==> config.mk <==
export PLATFORM = sky130hd
export DESIGN_NAME = timer_pin_b_io_control
export DESIGN_NICKNAME = d
export VERILOG_FILES = /design/src/timer_pkg.sv /design/src/pin_b_if.sv /design/src/timer_pin_b_io_control.sv /design/src/pin_edge_detect.sv /design/src/pin_b_channel.sv
export SDC_FILE = /design/constraint.sdc
export NUM_CORES = 1
export LEC_CHECK = 0
export BUFFER_PORTS_ARGS = -buffer_cell sky130_fd_sc_hd__buf_4
export CORE_MARGIN = 3
export CORE_UTILIZATION = 25
export DETAILED_ROUTE_END_ITERATION = 16
export GPL_ROUTABILITY_DRIVEN = 0
export GPL_TIMING_DRIVEN = 0
export PLACE_DENSITY = 0.43
export RECOVER_POWER = 50
export SYNTH_ARGS = -nofsm -noshare
export SYNTH_HDL_FRONTEND = slang
export SYNTH_SLANG_ARGS = --single-unit
==> constraint.sdc <==
create_clock -name mclk -period 3.55 [get_ports mclk]
set_input_delay 0.71 -clock mclk [delete_from_list [all_inputs] [get_ports mclk]]
set_output_delay 0.71 -clock mclk [all_outputs]
set_load 0.02 [all_outputs]
==> src/timer_pkg.sv <==
package timer_pkg;

  // register byte offsets
  localparam logic [7:0] OFS_CH1_CTRL = 8'h00;
  localparam logic [7:0] OFS_CH2_CTRL = 8'h04;
  localparam logic [7:0] OFS_CH1_REGB = 8'h08;
  localparam logic [7:0] OFS_CH2_REGB = 8'h0c;
  localparam logic [7:0] OFS_STATUS   = 8'h10;

  // reset values
  localparam logic [7:0] CTRL_RST = 8'h00;

  // pin-b field positions in the io control registers
  localparam int unsigned FLD_MODE = 7;
  localparam int unsigned FLD_SRC  = 6;
  localparam int unsigned FLD_EDGE = 5;
  localparam int unsigned FLD_FALL = 4;

  // status register bit positions
  localparam int unsigned ST_CAP1 = 0;
  localparam int unsigned ST_CAP2 = 1;
  localparam int unsigned ST_LVL1 = 4;
  localparam int unsigned ST_LVL2 = 5;
  localparam int unsigned ST_OE1  = 8;
  localparam int unsigned ST_OE2  = 9;

  // compare actions on the low two field bits
  localparam logic [1:0] ACT_NONE   = 2'h0;
  localparam logic [1:0] ACT_LOW    = 2'h1;
  localparam logic [1:0] ACT_HIGH   = 2'h2;
  localparam logic [1:0] ACT_TOGGLE = 2'h3;

  // bus responses
  localparam logic [1:0] RESP_OKAY   = 2'h0;
  localparam logic [1:0] RESP_SLVERR = 2'h2;

  typedef enum logic [1:0] {
    MODE_OFF     = 2'h0,
    MODE_CMP     = 2'h1,
    MODE_CAP_PIN = 2'h3,
    MODE_CAP_EVT = 2'h2
  } pin_mode_t;

  // field is bits 7:4 of an io control register
  function automatic pin_mode_t decode_mode(input logic [3:0] fld, input logic is_ch1);
    if (!fld[3]) begin
      return (fld[1:0] == ACT_NONE) ? MODE_OFF : MODE_CMP;
    end
    return (is_ch1 && fld[2]) ? MODE_CAP_EVT : MODE_CAP_PIN;
  endfunction

  function automatic logic addr_hit(input logic [7:0] addr, input logic [7:0] ofs);
    return addr[7:2] == ofs[7:2];
  endfunction

  function automatic logic [31:0] merge_strb(input logic [31:0] old_v,
                                             input logic [31:0] new_v,
                                             input logic [3:0]  strb);
    logic [31:0] res;
    res = old_v;
    for (int i = 0; i < 4; i++) begin
      if (strb[i]) res[8*i +: 8] = new_v[8*i +: 8];
    end
    return res;
  endfunction

endpackage

==> src/pin_b_if.sv <==
`timescale 1ns/1ps
interface pin_b_if #(parameter int unsigned CNT_W = 16);
  logic [7:0]       ctrl;
  logic             ctrl_new;
  logic             regb_wr;
  logic [CNT_W-1:0] regb_wdata;
  logic [CNT_W-1:0] regb;
  logic             cap_pulse;
  logic             pin_lvl;
  logic             pin_oe;

  modport ctl  (output ctrl, ctrl_new, regb_wr, regb_wdata,
                input  regb, cap_pulse, pin_lvl, pin_oe);
  modport chan (input  ctrl, ctrl_new, regb_wr, regb_wdata,
                output regb, cap_pulse, pin_lvl, pin_oe);
endinterface

==> src/timer_pin_b_io_control.sv <==
// Functional notes
// [RQ1] compare mode when field top bit 0; low bits 00 disable the pin output
// [RQ2] compare, output enabled, bit 6 clear: pin starts low
// [RQ3] compare, output enabled, bit 6 set: pin starts high
// [RQ4] compare, low bits 01: pin driven low on each compare match
// [RQ5] compare, low bits 10: pin driven high on each compare match
// [RQ6] compare, low bits 11: pin toggles on each compare match
// [RQ7] channel 1, bits 7:6 = 10: capture triggered by its own pin b
// [RQ8] pin capture, bits 5:4 = 00: capture on rising pin edge
// [RQ9] pin capture, bits 5:4 = 01: capture on falling pin edge
// [RQ10] pin capture, bit 5 set: capture on both edges, bit 4 ignored
// [RQ11] channel 1, bits 7:6 = 11: capture on channel 0 register c event
// [RQ12] channel 2, bit 7 set: bit 6 ignored, pin b edge capture
// [RQ13] capture copies counter into register b in the detecting cycle
//
// The AXI4-Lite slave port and the register addresses were decided locally.
`timescale 1ns/1ps
module timer_pin_b_io_control import timer_pkg::*; #(
  parameter int unsigned CNT_W = 16
) (
  // clock and reset
  input  wire logic             mclk,
  input  wire logic             nrst,
  // axi4-lite write address
  input  wire logic [7:0]       awaddr,
  input  wire logic             awvalid,
  output logic                  awready,
  // axi4-lite write data
  input  wire logic [31:0]      wdata,
  input  wire logic [3:0]       wstrb,
  input  wire logic             wvalid,
  output logic                  wready,
  // axi4-lite write response
  output logic [1:0]            bresp,
  output logic                  bvalid,
  input  wire logic             bready,
  // axi4-lite read address
  input  wire logic [7:0]       araddr,
  input  wire logic             arvalid,
  output logic                  arready,
  // axi4-lite read data
  output logic [31:0]           rdata,
  output logic [1:0]            rresp,
  output logic                  rvalid,
  input  wire logic             rready,
  // counters and channel 0 event
  input  wire logic [CNT_W-1:0] ch1_count,
  input  wire logic [CNT_W-1:0] ch2_count,
  input  wire logic             ch0_regc_event,
  // channel 1 pin b
  input  wire logic             ch1_pin_b_in,
  output logic                  ch1_pin_b_out,
  output logic                  ch1_pin_b_oe,
  // channel 2 pin b
  input  wire logic             ch2_pin_b_in,
  output logic                  ch2_pin_b_out,
  output logic                  ch2_pin_b_oe
);

  ////////////////////////////////////////////////////////////////////////////
  // parameter check
  if (CNT_W < 1 || CNT_W > 32) begin : g_bad_width
    $error("CNT_W must lie in 1..32");
  end

  ////////////////////////////////////////////////////////////////////////////
  // declarations
  logic        awready_r;
  logic        wready_r;
  logic        bvalid_r;
  logic [1:0]  bresp_r;
  logic        arready_r;
  logic        rvalid_r;
  logic [31:0] rdata_r;
  logic [1:0]  rresp_r;

  logic [7:0]  awaddr_r;
  logic [31:0] wdata_r;
  logic [3:0]  wstrb_r;
  logic        aw_held_r;
  logic        w_held_r;

  logic        aw_take;
  logic        w_take;
  logic        ar_take;
  logic        do_wr;
  logic        aw_held_nxt;
  logic        w_held_nxt;
  logic        bvalid_nxt;
  logic        wr_mapped;

  logic [7:0]  ctrl1_r;
  logic [7:0]  ctrl2_r;
  logic        ctrl1_new_r;
  logic        ctrl2_new_r;
  logic        cap1_r;
  logic        cap2_r;
  logic        clr1;
  logic        clr2;

  logic [31:0] rd_data;
  logic        rd_mapped;
  logic [31:0] status;

  pin_b_if #(.CNT_W(CNT_W)) ch1_bus ();
  pin_b_if #(.CNT_W(CNT_W)) ch2_bus ();

  ////////////////////////////////////////////////////////////////////////////
  // write channel handshakes
  assign aw_take     = awvalid & awready_r;
  assign w_take      = wvalid & wready_r;
  assign do_wr       = aw_held_r & w_held_r & ~bvalid_r;
  assign aw_held_nxt = (aw_held_r & ~do_wr) | aw_take;
  assign w_held_nxt  = (w_held_r & ~do_wr) | w_take;
  assign bvalid_nxt  = do_wr | (bvalid_r & ~bready);

  assign wr_mapped = addr_hit(awaddr_r, OFS_CH1_CTRL) | addr_hit(awaddr_r, OFS_CH2_CTRL) |
                     addr_hit(awaddr_r, OFS_CH1_REGB) | addr_hit(awaddr_r, OFS_CH2_REGB) |
                     addr_hit(awaddr_r, OFS_STATUS);

  always_ff @(posedge mclk) begin
    if (!nrst) begin
      aw_held_r <= 1'b0;
      w_held_r  <= 1'b0;
      awready_r <= 1'b0;
      wready_r  <= 1'b0;
    end else begin
      aw_held_r <= aw_held_nxt;
      w_held_r  <= w_held_nxt;
      awready_r <= ~aw_held_nxt & ~bvalid_nxt;
      wready_r  <= ~w_held_nxt & ~bvalid_nxt;
    end
  end

  always_ff @(posedge mclk) begin
    if (!nrst) begin
      awaddr_r <= 8'h00;
      wdata_r  <= 32'h0000_0000;
      wstrb_r  <= 4'h0;
    end else begin
      if (aw_take) awaddr_r <= awaddr;
      if (w_take) begin
        wdata_r <= wdata;
        wstrb_r <= wstrb;
      end
    end
  end

  always_ff @(posedge mclk) begin
    if (!nrst) begin
      bvalid_r <= 1'b0;
      bresp_r  <= RESP_OKAY;
    end else begin
      bvalid_r <= bvalid_nxt;
      if (do_wr) bresp_r <= wr_mapped ? RESP_OKAY : RESP_SLVERR;
    end
  end

  ////////////////////////////////////////////////////////////////////////////
  // io control registers
  always_ff @(posedge mclk) begin
    if (!nrst) begin
      ctrl1_r     <= CTRL_RST;
      ctrl2_r     <= CTRL_RST;
      ctrl1_new_r <= 1'b0;
      ctrl2_new_r <= 1'b0;
    end else begin
      ctrl1_new_r <= do_wr & addr_hit(awaddr_r, OFS_CH1_CTRL) & wstrb_r[0];
      ctrl2_new_r <= do_wr & addr_hit(awaddr_r, OFS_CH2_CTRL) & wstrb_r[0];
      if (do_wr && addr_hit(awaddr_r, OFS_CH1_CTRL) && wstrb_r[0]) begin
        ctrl1_r <= wdata_r[7:0];
      end
      if (do_wr && addr_hit(awaddr_r, OFS_CH2_CTRL) && wstrb_r[0]) begin
        ctrl2_r <= wdata_r[7:0];
      end
    end
  end

  assign ch1_bus.ctrl     = ctrl1_r;
  assign ch2_bus.ctrl     = ctrl2_r;
  assign ch1_bus.ctrl_new = ctrl1_new_r;
  assign ch2_bus.ctrl_new = ctrl2_new_r;

  // register b writes, merged by byte strobe
  assign ch1_bus.regb_wr    = do_wr & addr_hit(awaddr_r, OFS_CH1_REGB);
  assign ch2_bus.regb_wr    = do_wr & addr_hit(awaddr_r, OFS_CH2_REGB);
  assign ch1_bus.regb_wdata = CNT_W'(merge_strb(32'(ch1_bus.regb), wdata_r, wstrb_r));
  assign ch2_bus.regb_wdata = CNT_W'(merge_strb(32'(ch2_bus.regb), wdata_r, wstrb_r));

  ////////////////////////////////////////////////////////////////////////////
  // capture flags, write one to clear, a new capture wins
  assign clr1 = do_wr & addr_hit(awaddr_r, OFS_STATUS) & wstrb_r[0] & wdata_r[ST_CAP1];
  assign clr2 = do_wr & addr_hit(awaddr_r, OFS_STATUS) & wstrb_r[0] & wdata_r[ST_CAP2];

  always_ff @(posedge mclk) begin
    if (!nrst) begin
      cap1_r <= 1'b0;
      cap2_r <= 1'b0;
    end else begin
      cap1_r <= ch1_bus.cap_pulse | (cap1_r & ~clr1);
      cap2_r <= ch2_bus.cap_pulse | (cap2_r & ~clr2);
    end
  end

  always_comb begin
    status          = 32'h0000_0000;
    status[ST_CAP1] = cap1_r;
    status[ST_CAP2] = cap2_r;
    status[ST_LVL1] = ch1_bus.pin_lvl;
    status[ST_LVL2] = ch2_bus.pin_lvl;
    status[ST_OE1]  = ch1_bus.pin_oe;
    status[ST_OE2]  = ch2_bus.pin_oe;
  end

  ////////////////////////////////////////////////////////////////////////////
  // read path
  assign ar_take = arvalid & arready_r;

  always_comb begin
    rd_data   = 32'h0000_0000;
    rd_mapped = 1'b1;
    if (addr_hit(araddr, OFS_CH1_CTRL)) begin
      rd_data[7:0] = ctrl1_r;
    end else if (addr_hit(araddr, OFS_CH2_CTRL)) begin
      rd_data[7:0] = ctrl2_r;
    end else if (addr_hit(araddr, OFS_CH1_REGB)) begin
      rd_data = 32'(ch1_bus.regb);
    end else if (addr_hit(araddr, OFS_CH2_REGB)) begin
      rd_data = 32'(ch2_bus.regb);
    end else if (addr_hit(araddr, OFS_STATUS)) begin
      rd_data = status;
    end else begin
      rd_mapped = 1'b0;
    end
  end

  always_ff @(posedge mclk) begin
    if (!nrst) begin
      arready_r <= 1'b0;
      rvalid_r  <= 1'b0;
      rdata_r   <= 32'h0000_0000;
      rresp_r   <= RESP_OKAY;
    end else if (ar_take) begin
      arready_r <= 1'b0;
      rvalid_r  <= 1'b1;
      rdata_r   <= rd_data;
      rresp_r   <= rd_mapped ? RESP_OKAY : RESP_SLVERR;
    end else if (rvalid_r && rready) begin
      rvalid_r  <= 1'b0;
      arready_r <= 1'b1;
    end else if (!rvalid_r) begin
      arready_r <= 1'b1;
    end
  end

  assign awready = awready_r;
  assign wready  = wready_r;
  assign bvalid  = bvalid_r;
  assign bresp   = bresp_r;
  assign arready = arready_r;
  assign rvalid  = rvalid_r;
  assign rdata   = rdata_r;
  assign rresp   = rresp_r;

  ////////////////////////////////////////////////////////////////////////////
  // channels
  pin_b_channel #(.CNT_W(CNT_W), .IS_CH1(1'b1)) u_ch1 (
    .mclk           (mclk),
    .nrst           (nrst),
    .count          (ch1_count),
    .ch0_regc_event (ch0_regc_event),
    .pin_raw        (ch1_pin_b_in),
    .bus            (ch1_bus.chan)
  );

  pin_b_channel #(.CNT_W(CNT_W), .IS_CH1(1'b0)) u_ch2 (
    .mclk           (mclk),
    .nrst           (nrst),
    .count          (ch2_count),
    .ch0_regc_event (ch0_regc_event),
    .pin_raw        (ch2_pin_b_in),
    .bus            (ch2_bus.chan)
  );

  assign ch1_pin_b_out = ch1_bus.pin_lvl;
  assign ch1_pin_b_oe  = ch1_bus.pin_oe;
  assign ch2_pin_b_out = ch2_bus.pin_lvl;
  assign ch2_pin_b_oe  = ch2_bus.pin_oe;
endmodule // timer_pin_b_io_control

==> src/pin_edge_detect.sv <==
`timescale 1ns/1ps
module pin_edge_detect (
  // clock and reset
  input  wire logic mclk,
  input  wire logic nrst,
  // pin and edges
  input  wire logic pin_raw,
  output logic      rise,
  output logic      fall
);

  logic meta_r;
  logic sync_r;
  logic prev_r;

  // two-stage synchroniser, then edge history
  always_ff @(posedge mclk) begin
    if (!nrst) begin
      meta_r <= 1'b0;
      sync_r <= 1'b0;
      prev_r <= 1'b0;
    end else begin
      meta_r <= pin_raw;
      sync_r <= meta_r;
      prev_r <= sync_r;
    end
  end

  assign rise = sync_r & ~prev_r;
  assign fall = ~sync_r & prev_r;

endmodule // pin_edge_detect

==> src/pin_b_channel.sv <==
`timescale 1ns/1ps
module pin_b_channel import timer_pkg::*; #(
  parameter int unsigned CNT_W  = 16,
  parameter bit          IS_CH1 = 1'b1
) (
  // clock and reset
  input  wire logic             mclk,
  input  wire logic             nrst,
  // counter and channel 0 event
  input  wire logic [CNT_W-1:0] count,
  input  wire logic             ch0_regc_event,
  // pin input
  input  wire logic             pin_raw,
  // register side
  pin_b_if.chan                 bus
);

  logic [3:0]       fld;
  pin_mode_t        mode;
  logic             rise;
  logic             fall;
  logic             pin_evt;
  logic             cmp_match;
  logic [CNT_W-1:0] count_q_r;

  assign fld  = bus.ctrl[FLD_MODE:FLD_FALL];
  assign mode = decode_mode(fld, IS_CH1);

  pin_edge_detect u_edge (
    .mclk    (mclk),
    .nrst    (nrst),
    .pin_raw (pin_raw),
    .rise    (rise),
    .fall    (fall)
  );

  always_ff @(posedge mclk) begin
    if (!nrst) count_q_r <= '0;
    else       count_q_r <= count;
  end

  // match when the counter arrives at register b
  assign cmp_match = (mode == MODE_CMP) && (count == bus.regb) && (count != count_q_r);
  assign pin_evt   = fld[1] ? (rise | fall) : (fld[0] ? fall : rise); // [RQ8] [RQ9] [RQ10]
  assign bus.cap_pulse = ((mode == MODE_CAP_PIN) && pin_evt) ||     // [RQ7] [RQ12]
                         ((mode == MODE_CAP_EVT) && ch0_regc_event); // [RQ11]

  always_ff @(posedge mclk) begin
    if (!nrst)               bus.regb <= '0;
    else if (bus.cap_pulse)  bus.regb <= count; // [RQ13]
    else if (bus.regb_wr)    bus.regb <= bus.regb_wdata;
  end

  always_ff @(posedge mclk) begin
    if (!nrst) begin
      bus.pin_lvl <= 1'b0;
      bus.pin_oe  <= 1'b0;
    end else if (mode != MODE_CMP) begin
      bus.pin_oe  <= 1'b0; // [RQ1]
    end else if (bus.ctrl_new) begin
      bus.pin_lvl <= fld[2]; // [RQ2] [RQ3]
      bus.pin_oe  <= 1'b1;
    end else if (cmp_match) begin
      case (fld[1:0])
        ACT_LOW:    bus.pin_lvl <= 1'b0;         // [RQ4]
        ACT_HIGH:   bus.pin_lvl <= 1'b1;         // [RQ5]
        ACT_TOGGLE: bus.pin_lvl <= ~bus.pin_lvl; // [RQ6]
        default:    bus.pin_lvl <= bus.pin_lvl;
      endcase
    end
  end
endmodule // pin_b_channel

After elaboration in Yosys (flattened, before gate mapping)

Index checks and enable logic that the tools add are counted.

Bits in registers: 163
Input bits: 94
Output and inout bits: 45
Logic and storage cells: 194

Equal/unequal tests: 27
Muxes and demuxes: 39
Bitwise operators: 54
Reduce and logical (&&, ||, !) cells: 39

Operators with widths:

| cell               | number |
|---|---|
| $mux 16            | 6 |
| $mux 8             | 5 |
| $eq 16x16->1       | 2 |
| $ne 16x16->1       | 2 |
| $and 1x1->1        | 26 |
| $eq 6x2->1 const B | 4 |
| $mux 24            | 1 |
| $mux 1             | 20 |
| $reduce_bool 2->1  | 9 |
| $not 1->1          | 17 |
| $eq 2x2->1 const B | 8 |
| $logic_and 1x1->1  | 13 |
| $eq 6x1->1 const B | 2 |
| $eq 6x3->1 const B | 2 |
| $logic_not 6->1    | 2 |
| $or 1x1->1         | 11 |
| $mux 10            | 1 |
| $eq 2x1->1 const B | 4 |
| $mux 2             | 4 |
| $reduce_and 2->1   | 4 |
| $reduce_bool 4->1  | 2 |
| $ne 2x1->1 const B | 3 |
| $pmux 1 s3         | 2 |
| $reduce_and 3->1   | 2 |
| other kinds (3)    | 7 |

Longest topological paths before layout

Gate-level depths: netlist of run 1.

Word-level depth: 8
Depth in mapped cells: 9

Hierarchy

A second synthesis of run 1 with hierarchy kept.

Cells, all modules: 772
Area total of the unflattened synthesis: 7076.8 um^2

Modules (own cells, without submodules):

| module                 | times used | cells each | area an instance (um^2) | seq. area each (um^2) |
|---|---|---|---|---|
| timer_pin_b_io_control | 1          | 413        | 3462.1                  | 1381.3 |
| pin_b_channel at u_ch2 | 1          | 170        | 1717.9                  | 680.7 |
| pin_b_channel at u_ch1 | 1          | 173        | 1714.1                  | 680.7 |
| pin_edge_detect        | 2          | 8          | 91.3                    | 60.1 |

Worst setup path after synthesis of run 1

No wires, ideal clock.

Kind: input-to-reg
Start: input araddr[2]
End: register rdata_r[2], in the netlist rdata[2]
Setup time: 128 ps
Data arrival time: 1822 ps
Data required time: 3422 ps
Path slack: 1600 ps
Stages on the path: 5
Buffers on the path: 2
Cells stage by stage: clkbuf_1 > clkbuf_1 > mux4_2 > a22oi_1 > nor2_1

Word-level cells in the longest chain between the ends: 5
Elaborated cells on any way between the ends: 8

RTL lines:

| element              | line                          | RTL |
|---|---|---|
| start, declared      | timer_pin_b_io_control.sv:38  | `input wire logic [7:0] araddr,` |
| $eq 6x2->1           | timer_pkg.sv:53               | `return addr[7:2] == ofs[7:2];` |
| $mux 16              | timer_pin_b_io_control.sv:228 | `end else if (addr_hit(araddr, OFS_CH2_REGB)) begin` |
| $mux 16              | timer_pin_b_io_control.sv:226 | `end else if (addr_hit(araddr, OFS_CH1_REGB)) begin` |
| $mux 8               | timer_pin_b_io_control.sv:224 | `end else if (addr_hit(araddr, OFS_CH2_CTRL)) begin` |
| $mux 8 *             | timer_pin_b_io_control.sv:222 | `if (addr_hit(araddr, OFS_CH1_CTRL)) begin` |
| end signal, assigned | timer_pin_b_io_control.sv:246 | `rdata_r <= rd_data;` |
| end, declared        | timer_pin_b_io_control.sv:74  | `logic [31:0] rdata_r;` |

Every way passes the cells marked *; elsewhere a longest branch is shown, timed or not.
A chain may end at the register's enable or synchronous reset.

Worst setup path in the final report of run 1

Start: register u_ch1.u_edge.prev_r
End: register u_ch1.bus.regb[6]

Word-level cells in the longest chain between the ends: 8
Elaborated cells on any way between the ends: 12

RTL lines:

| element                                     | line                  | RTL |
|---|---|---|
| start, declared                             | pin_edge_detect.sv:14 | `logic prev_r;` |
| start signal, assigned                      | pin_edge_detect.sv:25 | `prev_r <= sync_r;` |
| $not 1->1                                   | pin_edge_detect.sv:29 | `assign rise = sync_r & ~prev_r;` |
| $and 1x1->1                                 | pin_edge_detect.sv:29 |  |
| $mux 1 / $or 1x1->1 (equally long branches) | pin_b_channel.sv:44   | `assign pin_evt = fld[1] ? (rise \| fall) : (fld[0] ? fall : rise);` |
| $mux 1 *                                    | pin_b_channel.sv:44   |  |
| $logic_and 1x1->1 *                         | pin_b_channel.sv:45   | `assign bus.cap_pulse = ((mode == MODE_CAP_PIN) && pin_evt) \|\|` |
| $logic_or 1x1->1 *                          | pin_b_channel.sv:45   |  |
| $reduce_bool 2->1 (no line)                 | --                    |  |
| $reduce_and 2->1 (no line)                  | --                    |  |
| end signal, assigned                        | pin_b_channel.sv:50   | `else if (bus.cap_pulse) bus.regb <= count;` |
| end signal, assigned                        | pin_b_channel.sv:51   | `else if (bus.regb_wr) bus.regb <= bus.regb_wdata;` |
| end, declared                               | pin_b_if.sv:15        | `output regb, cap_pulse, pin_lvl, pin_oe);` |

Marked as above.

==> run_results.csv, run 1 <==
group,metric,value,unit
die,die_w,167,µm
sta,drv_slew,0,
synth,synth_edf_count,0,
pwr,pwr-share-clk,0.491,
sta,grt_setup_unrepaired,"no",
sta,period_share,0.609,
pwr,switching_share,0.241,
status,status,"finished clean",
sta,hold_violations,0,
detailed_routing,drt-total-wl,20.7,mm
sta,holdWs,433,ps
setup_path,crit_arrival,2510,ps
clock_network,cts_htree_levels,4,
detailed_routing,num_vias,5291,
sta,fmax,463,MHz
clock_network,cts_sinks,143,
setup_path,worst-path-max-fanout,10,
sta,fin_skew,11.5,ps
detailed_routing,viasPerCell,4.49,
setup_path,worstSetupPathType,"reg2reg",
detailed_routing,drcViolationCount,0,
cells_and_area,drive_gt1_frac,0.179,
clock_network,clkTransAtPathRegs,60,ps
min_path,worstHoldPathType,"reg2reg",
clock_network,cts.hold.buffers_added,0,
global_route,antenna_found_initial,0,
die,die_h,167,µm
clock_network,cts_buffers,17,
synth,synthCells,702,
setup_path,required,3900,ps
synth,netlist_area,6460,µm²
cells_and_area,fin_nets,933,
sta,max_slew_margin,0.446,
die,die_area,27800,µm²
pwr,power_frac_seq,0.426,
clock_network,clockRootBuffer,"clkbuf_16",
synth,ys_ff_latch,143,
detailed_routing,routedWlPerCell,17.6,µm
global_route,grt_pass1_vias,5261,
global_route,grt_max_degree,17,
global_route,grt-ovfl-total,0,
die,boundaryPins,139,
pwr,ir_drop,0.261,mV
cells_and_area,n_antenna_cell,0,
pwr,p_sw,0.000953,W
clock_network,postCtsSetupBuffers,0,
detailed_routing,ant_nets,0,
synth,yosysSeqAreaShare,0.443,
sta,worstMarginPinSlew,828,ps
clock_network,clock_latency,430,ps
pwr,cellLeakagePower,3.25,nW
sta,fin_ws,1390,ps
placement,io_buffer_count,97,
detailed_routing,drt_iter0_drc,207,
detailed_routing,drt_pass1_iterations,4,
setup_path,cp-start-kind,"flip-flop",
setup_path,end_kind,"flip-flop",
synth,avgSynthCellArea,9.21,µm²
flow_run,drv_cap,0,
clock_network,cts-resized-gates,0,
die,row_count,58,
synth,ys_warn_count,0,
clock_network,cts_buffer_depth,2,
cells_and_area,area_growth,27.1,%
sta,setup_violations,0,
sta,tns,0,ps
global_route,grt_pass1_wl,31.6,mm
pwr,powerDensity,482,nW/µm²
sta,post-route-min-period,2160,ps
die,coreArea,25300,µm²
synth,async_flop_share,0,
global_route,grt_usage,0.149,
pwr,intPower,0.00301,W
die,start_util,0.255,
synth,synth_top_flop_cell,"dfxtp_1",
placement,post-place-ws,1080,ps
placement,hpwl,16.0,mm
synth,ys_types,51,
pwr,pwr-share-comb,0.082,
clock_network,cts_tree,"yes",
## cells in the mapped netlist (2+ instances only)
cell | number | area share
nor3_1 | 5 | 0.0039
a41o_1 | 2 | 0.0031
buf_1 | 2 | 0.0012
a211oi_2 | 8 | 0.015
nand2_1 | 65 | 0.038
mux4_2 | 4 | 0.014
nand2b_1 | 5 | 0.0048
nor2b_1 | 7 | 0.0068
nor4_1 | 13 | 0.013
o21ai_0 | 44 | 0.034
a22oi_1 | 4 | 0.0046
ha_1 | 4 | 0.0077
mux2i_1 | 56 | 0.087
nand3_1 | 8 | 0.0062
nand4_1 | 8 | 0.0077
a32o_1 | 2 | 0.0031
nor4_2 | 3 | 0.0058
or2_2 | 2 | 0.0019
clkbuf_1 | 26 | 0.015
xnor2_1 | 16 | 0.022
buf_2 | 3 | 0.0023
o21a_1 | 3 | 0.0035
buf_6 | 2 | 0.0035
buf_4 | 20 | 0.023
inv_1 | 11 | 0.0064
nor2_1 | 48 | 0.028
xor2_1 | 48 | 0.065
o22ai_1 | 4 | 0.0039
a211oi_1 | 6 | 0.0070
or4_1 | 2 | 0.0023
nand3b_1 | 2 | 0.0023
and2_1 | 41 | 0.040
and3_1 | 2 | 0.0019
a21oi_1 | 67 | 0.052
dfxtp_1 | 143 | 0.44
## placed cells by master, fill, tap and decap left out, types with 5 or more instances in the layout
master / n
nor2_1: 48
clkbuf_16: 17
clkbuf_1: 53
xor2_1: 48
clkinvlp_4: 5
a21oi_1: 67
nand2_1: 65
nand4_1: 8
and2_0: 15
conb_1: 18
o21ai_0: 44
nor2b_1: 7
a211oi_1: 6
xnor2_1: 16
mux2i_1: 56
nor3_1: 5
nor4_1: 13
and2_1: 26
nand3_1: 8
inv_1: 11
buf_4: 91
a211oi_2: 8
dfxtp_1: 143
nand2b_1: 5
## worst paths after layout
kind	from	endpoint	slack (ps)	depth (start not counted)
setup / recovery	u_ch1.u_edge.prev_r	u_ch1.bus.regb[6]	1390	9
hold / removal	u_ch1.u_edge.meta_r	u_ch1.u_edge.sync_r	430	1
setup reg to reg	u_ch1.u_edge.prev_r	u_ch1.bus.regb[6]	1390	9
hold reg to reg	u_ch1.u_edge.meta_r	u_ch1.u_edge.sync_r	430	1
## registers in the layout (all words and copies together) (netlist names), 2 cells and up
register / cells
rdata: 16
u_ch1.bus.regb: 16
u_ch1.count_q_r: 16
u_ch2.bus.regb: 16
u_ch2.count_q_r: 16
wdata_r: 16
ch1_bus.ctrl: 8
ch2_bus.ctrl: 8
awaddr_r: 6
wstrb_r: 2
## power by group through the flow
stage                     clock, W  sequential, W  combinational [W]
after floorplan                  0        0.00171           0.000177
after global placement           0        0.00172           0.000334
after detailed placement         0        0.00172           0.000334
after CTS                  0.00199        0.00169           0.000335
after global routing       0.00206        0.00169           0.000363
final                      0.00194        0.00169           0.000326
## area by class of cell
type / instances / area (µm²)
fillers: 2725 / 17100
multi-input cells: 510 / 3320
flip-flops and latches: 143 / 2860
repair buffers: 97 / 634
clock buffers: 20 / 457
well taps: 330 / 413
plain buffers: 53 / 293
clock inverters: 12 / 184
inverters: 13 / 48.8
## kinds of logic after synthesis
| logic type | synth area share |
|---|---|
| AO/OA/AOI/OAI | 0.137 |
| XOR/XNOR | 0.0867 |
| adder cells (fa/ha/maj) | 0.00774 |
| buffers and inverters | 0.0528 |
| flip-flops | 0.443 |
| multiplexers | 0.102 |
| other | 0.000580 |
| AND/OR/NAND/NOR | 0.170 |
## stage by stage
stage | cells | utilization | area, µm² | total power, W
CTS | 1178 | 0.328 | 8310 | 0.00401
global placement | 1146 | 0.303 | 7670 | 0.00206
detailed placement | 1146 | 0.303 | 7670 | 0.00206
floorplan | 719 | - | 6530 | 0.00189
global route | 1178 | 0.324 | 8220 | 0.00411
finish | 1178 | 0.324 | 8220 | 0.00396
## worst max-delay path: stages, from the launching register on
cell and delay (ps):
dfxtp_1 330, inv_1 50, ha_1 160, nor2b_1 120, a211oi_1 230, a211oi_1 80, o21ai_1 410, clkbuf_1 430
o21ai_0 150, a21oi_1 130
## layer usage
layer | share of wire | track usage | wire [µm]
met1 | 0.51 | 0.218 | 10500
met2 | 0.44 | 0.225 | 9100
met3 | 0.045 | 0.0337 | 938
met4 | 0.0080 | 0.0337 | 166
met5 | 0 | 0 | 0
Note: power is estimated with default switching activity, not from simulation.
==> inputs of run 2 (changes only) <==
- clock period: 3.55 -> 2.2 ns (I/O delays scaled with it)
==> run_results.csv, run 2 (synthesized netlist as in run 1, its figures left out) <==
group,metric,value,unit
global_route,grt_pass1_wl,31.6,mm
die,boundaryPins,139,
pwr,powerDensity,774,nW/µm²
sta,period_share,0.906,
global_route,grt_busiest_layer,"met2",
clock_network,cts_tree,"yes",
pwr,cellLeakagePower,3.25,nW
cells_and_area,area_growth,27.4,%
die,die_area,27800,µm²
detailed_routing,drt_pass1_iterations,4,
flow_run,drv_cap,0,
detailed_routing,num_vias,5252,
placement,hpwl,16.0,mm
cells_and_area,n_antenna_cell,0,
global_route,grt-ovfl-total,0,
cells_and_area,n_fill_cell,2724,
clock_network,clkTransAtPathRegs,60,ps
cells_and_area,seq_area,2860,µm²
setup_path,crit_arrival,2270,ps
clock_network,cts_htree_levels,4,
pwr,intPower,0.00485,W
die,start_util,0.255,
setup_path,end_kind,"flip-flop",
clock_network,cts_sinks,143,
cells_and_area,fin_nets,936,
die,die_w,167,µm
detailed_routing,ant_nets,0,
global_route,grt_pass1_vias,5267,
setup_path,worstSetupPathType,"reg2reg",
detailed_routing,drt_iter0_drc,227,
pwr,pwr-share-clk,0.491,
placement,placed_cells,1146,
pwr,p_sw,0.00153,W
sta,fmax,502,MHz
cells_and_area,final_common_cell,"dfxtp_1",
detailed_routing,routedWlPerCell,17.5,µm
cells_and_area,final_cell_mix,"dfxtp_1 (143), buf_4 (92), a21oi_1 (67), nand2_1 (65), mux2i_1 (56)",
die,coreArea,25300,µm²
global_route,grt_max_degree,17,
clock_network,clockRootBuffer,"clkbuf_16",
sta,drv_slew,0,
sta,setup_violations,0,
detailed_routing,drcViolationCount,0,
sta,tns,0,ps
global_route,met1_usage,0.218,
sta,fin_skew,12.5,ps
status,status,"finished clean",
setup_path,cp-start-kind,"flip-flop",
die,row_count,58,
detailed_routing,drt-total-wl,20.7,mm
pwr,ir_drop,0.416,mV
pwr,pwr-share-comb,0.082,
setup_path,worst-path-max-fanout,10,
cells_and_area,drive_gt1_frac,0.182,
global_route,grt_usage,0.149,
placement,io_buffer_count,97,
pwr,switching_share,0.240,
global_route,use_met3,0.0337,
sta,max_slew_margin,0.452,
pwr,power_frac_seq,0.427,
clock_network,clock_latency,420,ps
sta,hold_violations,0,
die,die_h,167,µm
global_route,use_met2,0.226,
clock_network,cts_buffer_depth,2,
sta,worstMarginPinSlew,819,ps
clock_network,cts_buffers,17,
setup_path,required,2480,ps
min_path,worstHoldPathType,"in2reg",
cells_and_area,multiInputGateArea,3330,µm²
sta,post-route-min-period,1990,ps
detailed_routing,viasPerCell,4.45,
sta,grt_setup_unrepaired,"no",
cells_and_area,instances_no_fill,1181,
global_route,antenna_found_initial,0,
## run 2: layer usage
metal | up-vias | wire length (µm)
met3 | 10 | 868
met1 | 2466 | 10600
li1 | 2665 | -
met4 | 0 | 118
met5 | - | 0
met2 | 111 | 9140
## run 2: worst paths after layout
| path | cells past startpoint | endpoint | slack (ps) | from |
|---|---|---|---|---|
| worst min register to register | 1 | u_ch1.u_edge.sync_r | 430 | u_ch1.u_edge.meta_r |
| worst max register to register | 8 | u_ch1.bus.regb[4] | 210 | u_ch1.u_edge.prev_r |
| worst min-delay path | 2 | u_ch1.u_edge.meta_r | 220 | ch1_pin_b_in |
| worst max-delay path | 8 | u_ch1.bus.regb[4] | 210 | u_ch1.u_edge.prev_r |
## run 2: repair_timing
item                       in CTS  in global routing
hold buffers                    0                  0
cloned                          0                  0
gates resized for setup         1                  4
pin swaps                       0                  1
setup buffers                   0                  3
setup endpoints to repair       3                 11
## run 2: metrics by stage
stage	worst slack, ps	utilization	cell area (µm²)	power, W	hold WS, ps
2_1_floorplan	373	-	6530	0.00305	412
3_3_place_gp	8.17	0.303	7670	0.00332	415
3_5_place_dp	3.70	0.303	7670	0.00332	418
4_1_cts	90.0	0.328	8310	0.00647	211
5_1_grt	23.7	0.325	8230	0.00664	215
6_report	207	0.325	8230	0.00638	222
## run 2: power by group through the flow
stage                     sequential (W)  combinational [W]  clock (W)
final                            0.00272           0.000523    0.00313
after detailed placement         0.00278           0.000539          0
after global placement           0.00278           0.000539          0
after floorplan                  0.00277           0.000285          0
after CTS                        0.00272           0.000540    0.00321
after global routing             0.00273           0.000584    0.00332
## run 2: worst max-delay path, stage by stage (launching register included)
cell      delay, ps
dfxtp_1         330
inv_1            50
ha_1            160
nor2b_1         120
a211oi_1        230
a211oi_1         90
o21ai_2         290
clkbuf_1        450
a21oi_1         130
## run 2: area by class of cell
| cell class | count | share of cell area |
|---|---|---|
| buffer | 53 | 0.0359 |
| clock buffer | 20 | 0.0555 |
| clock inverter | 12 | 0.0223 |
| inverter | 13 | 0.00593 |
| multi-input combinational | 510 | 0.404 |
| sequential | 143 | 0.348 |
| tap | 330 | 0.0501 |
| timing repair buffer | 100 | 0.0784 |
==> inputs of run 3 (changes only) <==
==> constraint.sdc (replaced) <==
create_clock -name mclk -period 2.2 [get_ports mclk]
set_input_delay 0.11 -clock mclk [delete_from_list [all_inputs] [get_ports mclk]]
set_output_delay 0.11 -clock mclk [all_outputs]
set_load 0.02 [all_outputs]
==> run_results.csv, run 3 (synthesized netlist as in run 1, its figures left out) <==
group,metric,value,unit
clock_network,cts_sinks,143,
min_path,min_from,"awvalid",
sta,tns,0,ps
setup_path,cp_slowest_stage_delay,330,ps
die,coreArea,25300,µm²
sta,hold_violations,0,
setup_path,crit_slowest_cell,"dfxtp_1",
global_route,grt_usage,0.151,
sta,max_slew_margin,0.444,
sta,grt_setup_unrepaired,"no",
flow_run,drv_cap,0,
cells_and_area,fin_nets,999,
global_route,use_met3,0.0309,
global_route,grt_pass1_wl,32.2,mm
status,status,"finished clean",
global_route,grt_max_degree,17,
cells_and_area,drive_gt1_frac,0.168,
detailed_routing,num_vias,5522,
clock_network,clkTransAtPathRegs,60,ps
setup_path,worst-path-max-fanout,10,
sta,fmax,503,MHz
sta,drv_slew,0,
clock_network,cts_buffers,17,
pwr,ir_drop,0.427,mV
cells_and_area,final_common_cell,"dfxtp_1",
sta,worstMarginPinSlew,831,ps
die,die_area,27800,µm²
detailed_routing,routedWlPerCell,16.9,µm
die,die_w,167,µm
setup_path,crit-reg2reg-launch,"u_ch2.u_edge.sync_r",
detailed_routing,drt-total-wl,21.1,mm
pwr,cellLeakagePower,3.48,nW
cells_and_area,final_area,8850,µm²
clock_network,cts_htree_levels,4,
pwr,powerDensity,732,nW/µm²
global_route,met1_usage,0.219,
global_route,grt-ovfl-total,0,
setup_path,crit_arrival,2270,ps
setup_path,required,2480,ps
die,start_util,0.255,
min_path,worstHoldPathType,"in2reg",
global_route,grt_pass1_vias,5447,
clock_network,cts_buffer_depth,2,
clock_network,clock_latency,430,ps
die,row_count,58,
detailed_routing,viasPerCell,4.44,
sta,period_share,0.903,
clock_network,cts_tree,"yes",
min_path,whs_path_depth,3,
clock_network,clockRootBuffer,"clkbuf_16",
placement,hpwl,16.0,mm
die,die_h,167,µm
detailed_routing,drt_iter0_drc,236,
die,boundaryPins,139,
setup_path,r2r_cells,9,
global_route,antenna_found_initial,0,
setup_path,worstSetupPathType,"reg2reg",
detailed_routing,drt_pass1_iterations,5,
global_route,use_met2,0.233,
cells_and_area,final_cell_mix,"dfxtp_1 (143), buf_4 (92), a21oi_1 (67), nand2_1 (65), dlygate4sd3_1 (63)",
sta,post-route-min-period,1990,ps
placement,io_buffer_count,97,
setup_path,end_kind,"flip-flop",
cells_and_area,n_antenna_cell,0,
placement,placed_cell_area,7670,µm²
sta,fin_skew,9.59,ps
global_route,grt_busiest_layer,"met2",
detailed_routing,ant_nets,0,
setup_path,r2r-end,"u_ch2.bus.regb[14]",
min_path,hold_end,"awaddr_r[3]",
setup_path,crit_chain,"inv_1 > ha_1 > mux2_2 > o211ai_4 > inv_2 > a31o_2 > buf_6 > nor2_1 > a211oi_2",
cells_and_area,area_growth,36.9,%
sta,setup_violations,0,
detailed_routing,drcViolationCount,0,
setup_path,cp-start-kind,"flip-flop",
setup_path,ff2ff_setup_slack,210,ps
run 3: through the flow:
stage,utilization,setup WS [ps],total power [W],cells,hold WS (ps)
after detailed placement,0.303,14.6,0.00332,1146,323
after floorplan,-,373,0.00305,719,232
after global placement,0.303,18.1,0.00332,1146,324
after global routing,0.350,23.7,0.00673,1244,32.0
final,0.350,214,0.00648,1244,16.0
after CTS,0.353,90.0,0.00656,1241,8.15
run 3: area by class of cell:
class                   count  area, µm²
well taps                 330        413
clock buffers              20        457
repair buffers            163       1280
flip-flops and latches    143       2860
multi-input cells         510       3320
clock inverters            12        184
inverters                  13       48.8
fillers                  2688      16500
plain buffers              53        295
run 3: timing repair:
action / in CTS / in global routing
pin swaps: 0 / 1
buffers inserted: 0 / 3
endpoints found under the setup margin: 3 / 11
hold endpoints to repair: 60 / 0
cloned: 0 / 0
gates resized for setup: 1 / 4
hold buffers: 63 / 0
run 3: worst max-delay path by stage:
stage | start | end | slack [ps] | depth (start not counted)
detailed placement | u_ch1.u_edge.prev_r | u_ch1.bus.regb[1] | 10 | 9
finish | u_ch2.u_edge.sync_r | u_ch2.bus.regb[14] | 210 | 9
floorplan | u_ch2.u_edge.sync_r | u_ch2.bus.regb[14] | 370 | 9
CTS | u_ch2.u_edge.sync_r | u_ch2.bus.regb[13] | 90 | 7
global route | u_ch1.u_edge.prev_r | u_ch1.bus.regb[6] | 20 | 8
global placement | u_ch1.u_edge.prev_r | u_ch1.bus.regb[6] | 20 | 9
run 3: critical path, delay by kind of cell (launching register included):
family	cells	cell delay [ps]
and+or+nand+nor	1	120
buffers and inverters	3	280
adders and majority gates	1	180
muxes	1	280
DFF	1	330
AOI/OAI and AO/OA	3	640
run 3: layer usage:
layer  wire length [µm]  part of all wire  vias up
li1                   -                 -     2792
met4                171            0.0081        0
met3                871             0.041       11
met5                  0                 0        -
met2               9330              0.44      122
met1              10700              0.51     2597
run 3: power by group:
part | internal [W] | leakage [nW] | switching (W)
logic | 0.000295 | 2.02 | 0.000316
registers | 0.00266 | 1.17 | 0.0000633
clock network | 0.00196 | 0.295 | 0.00118
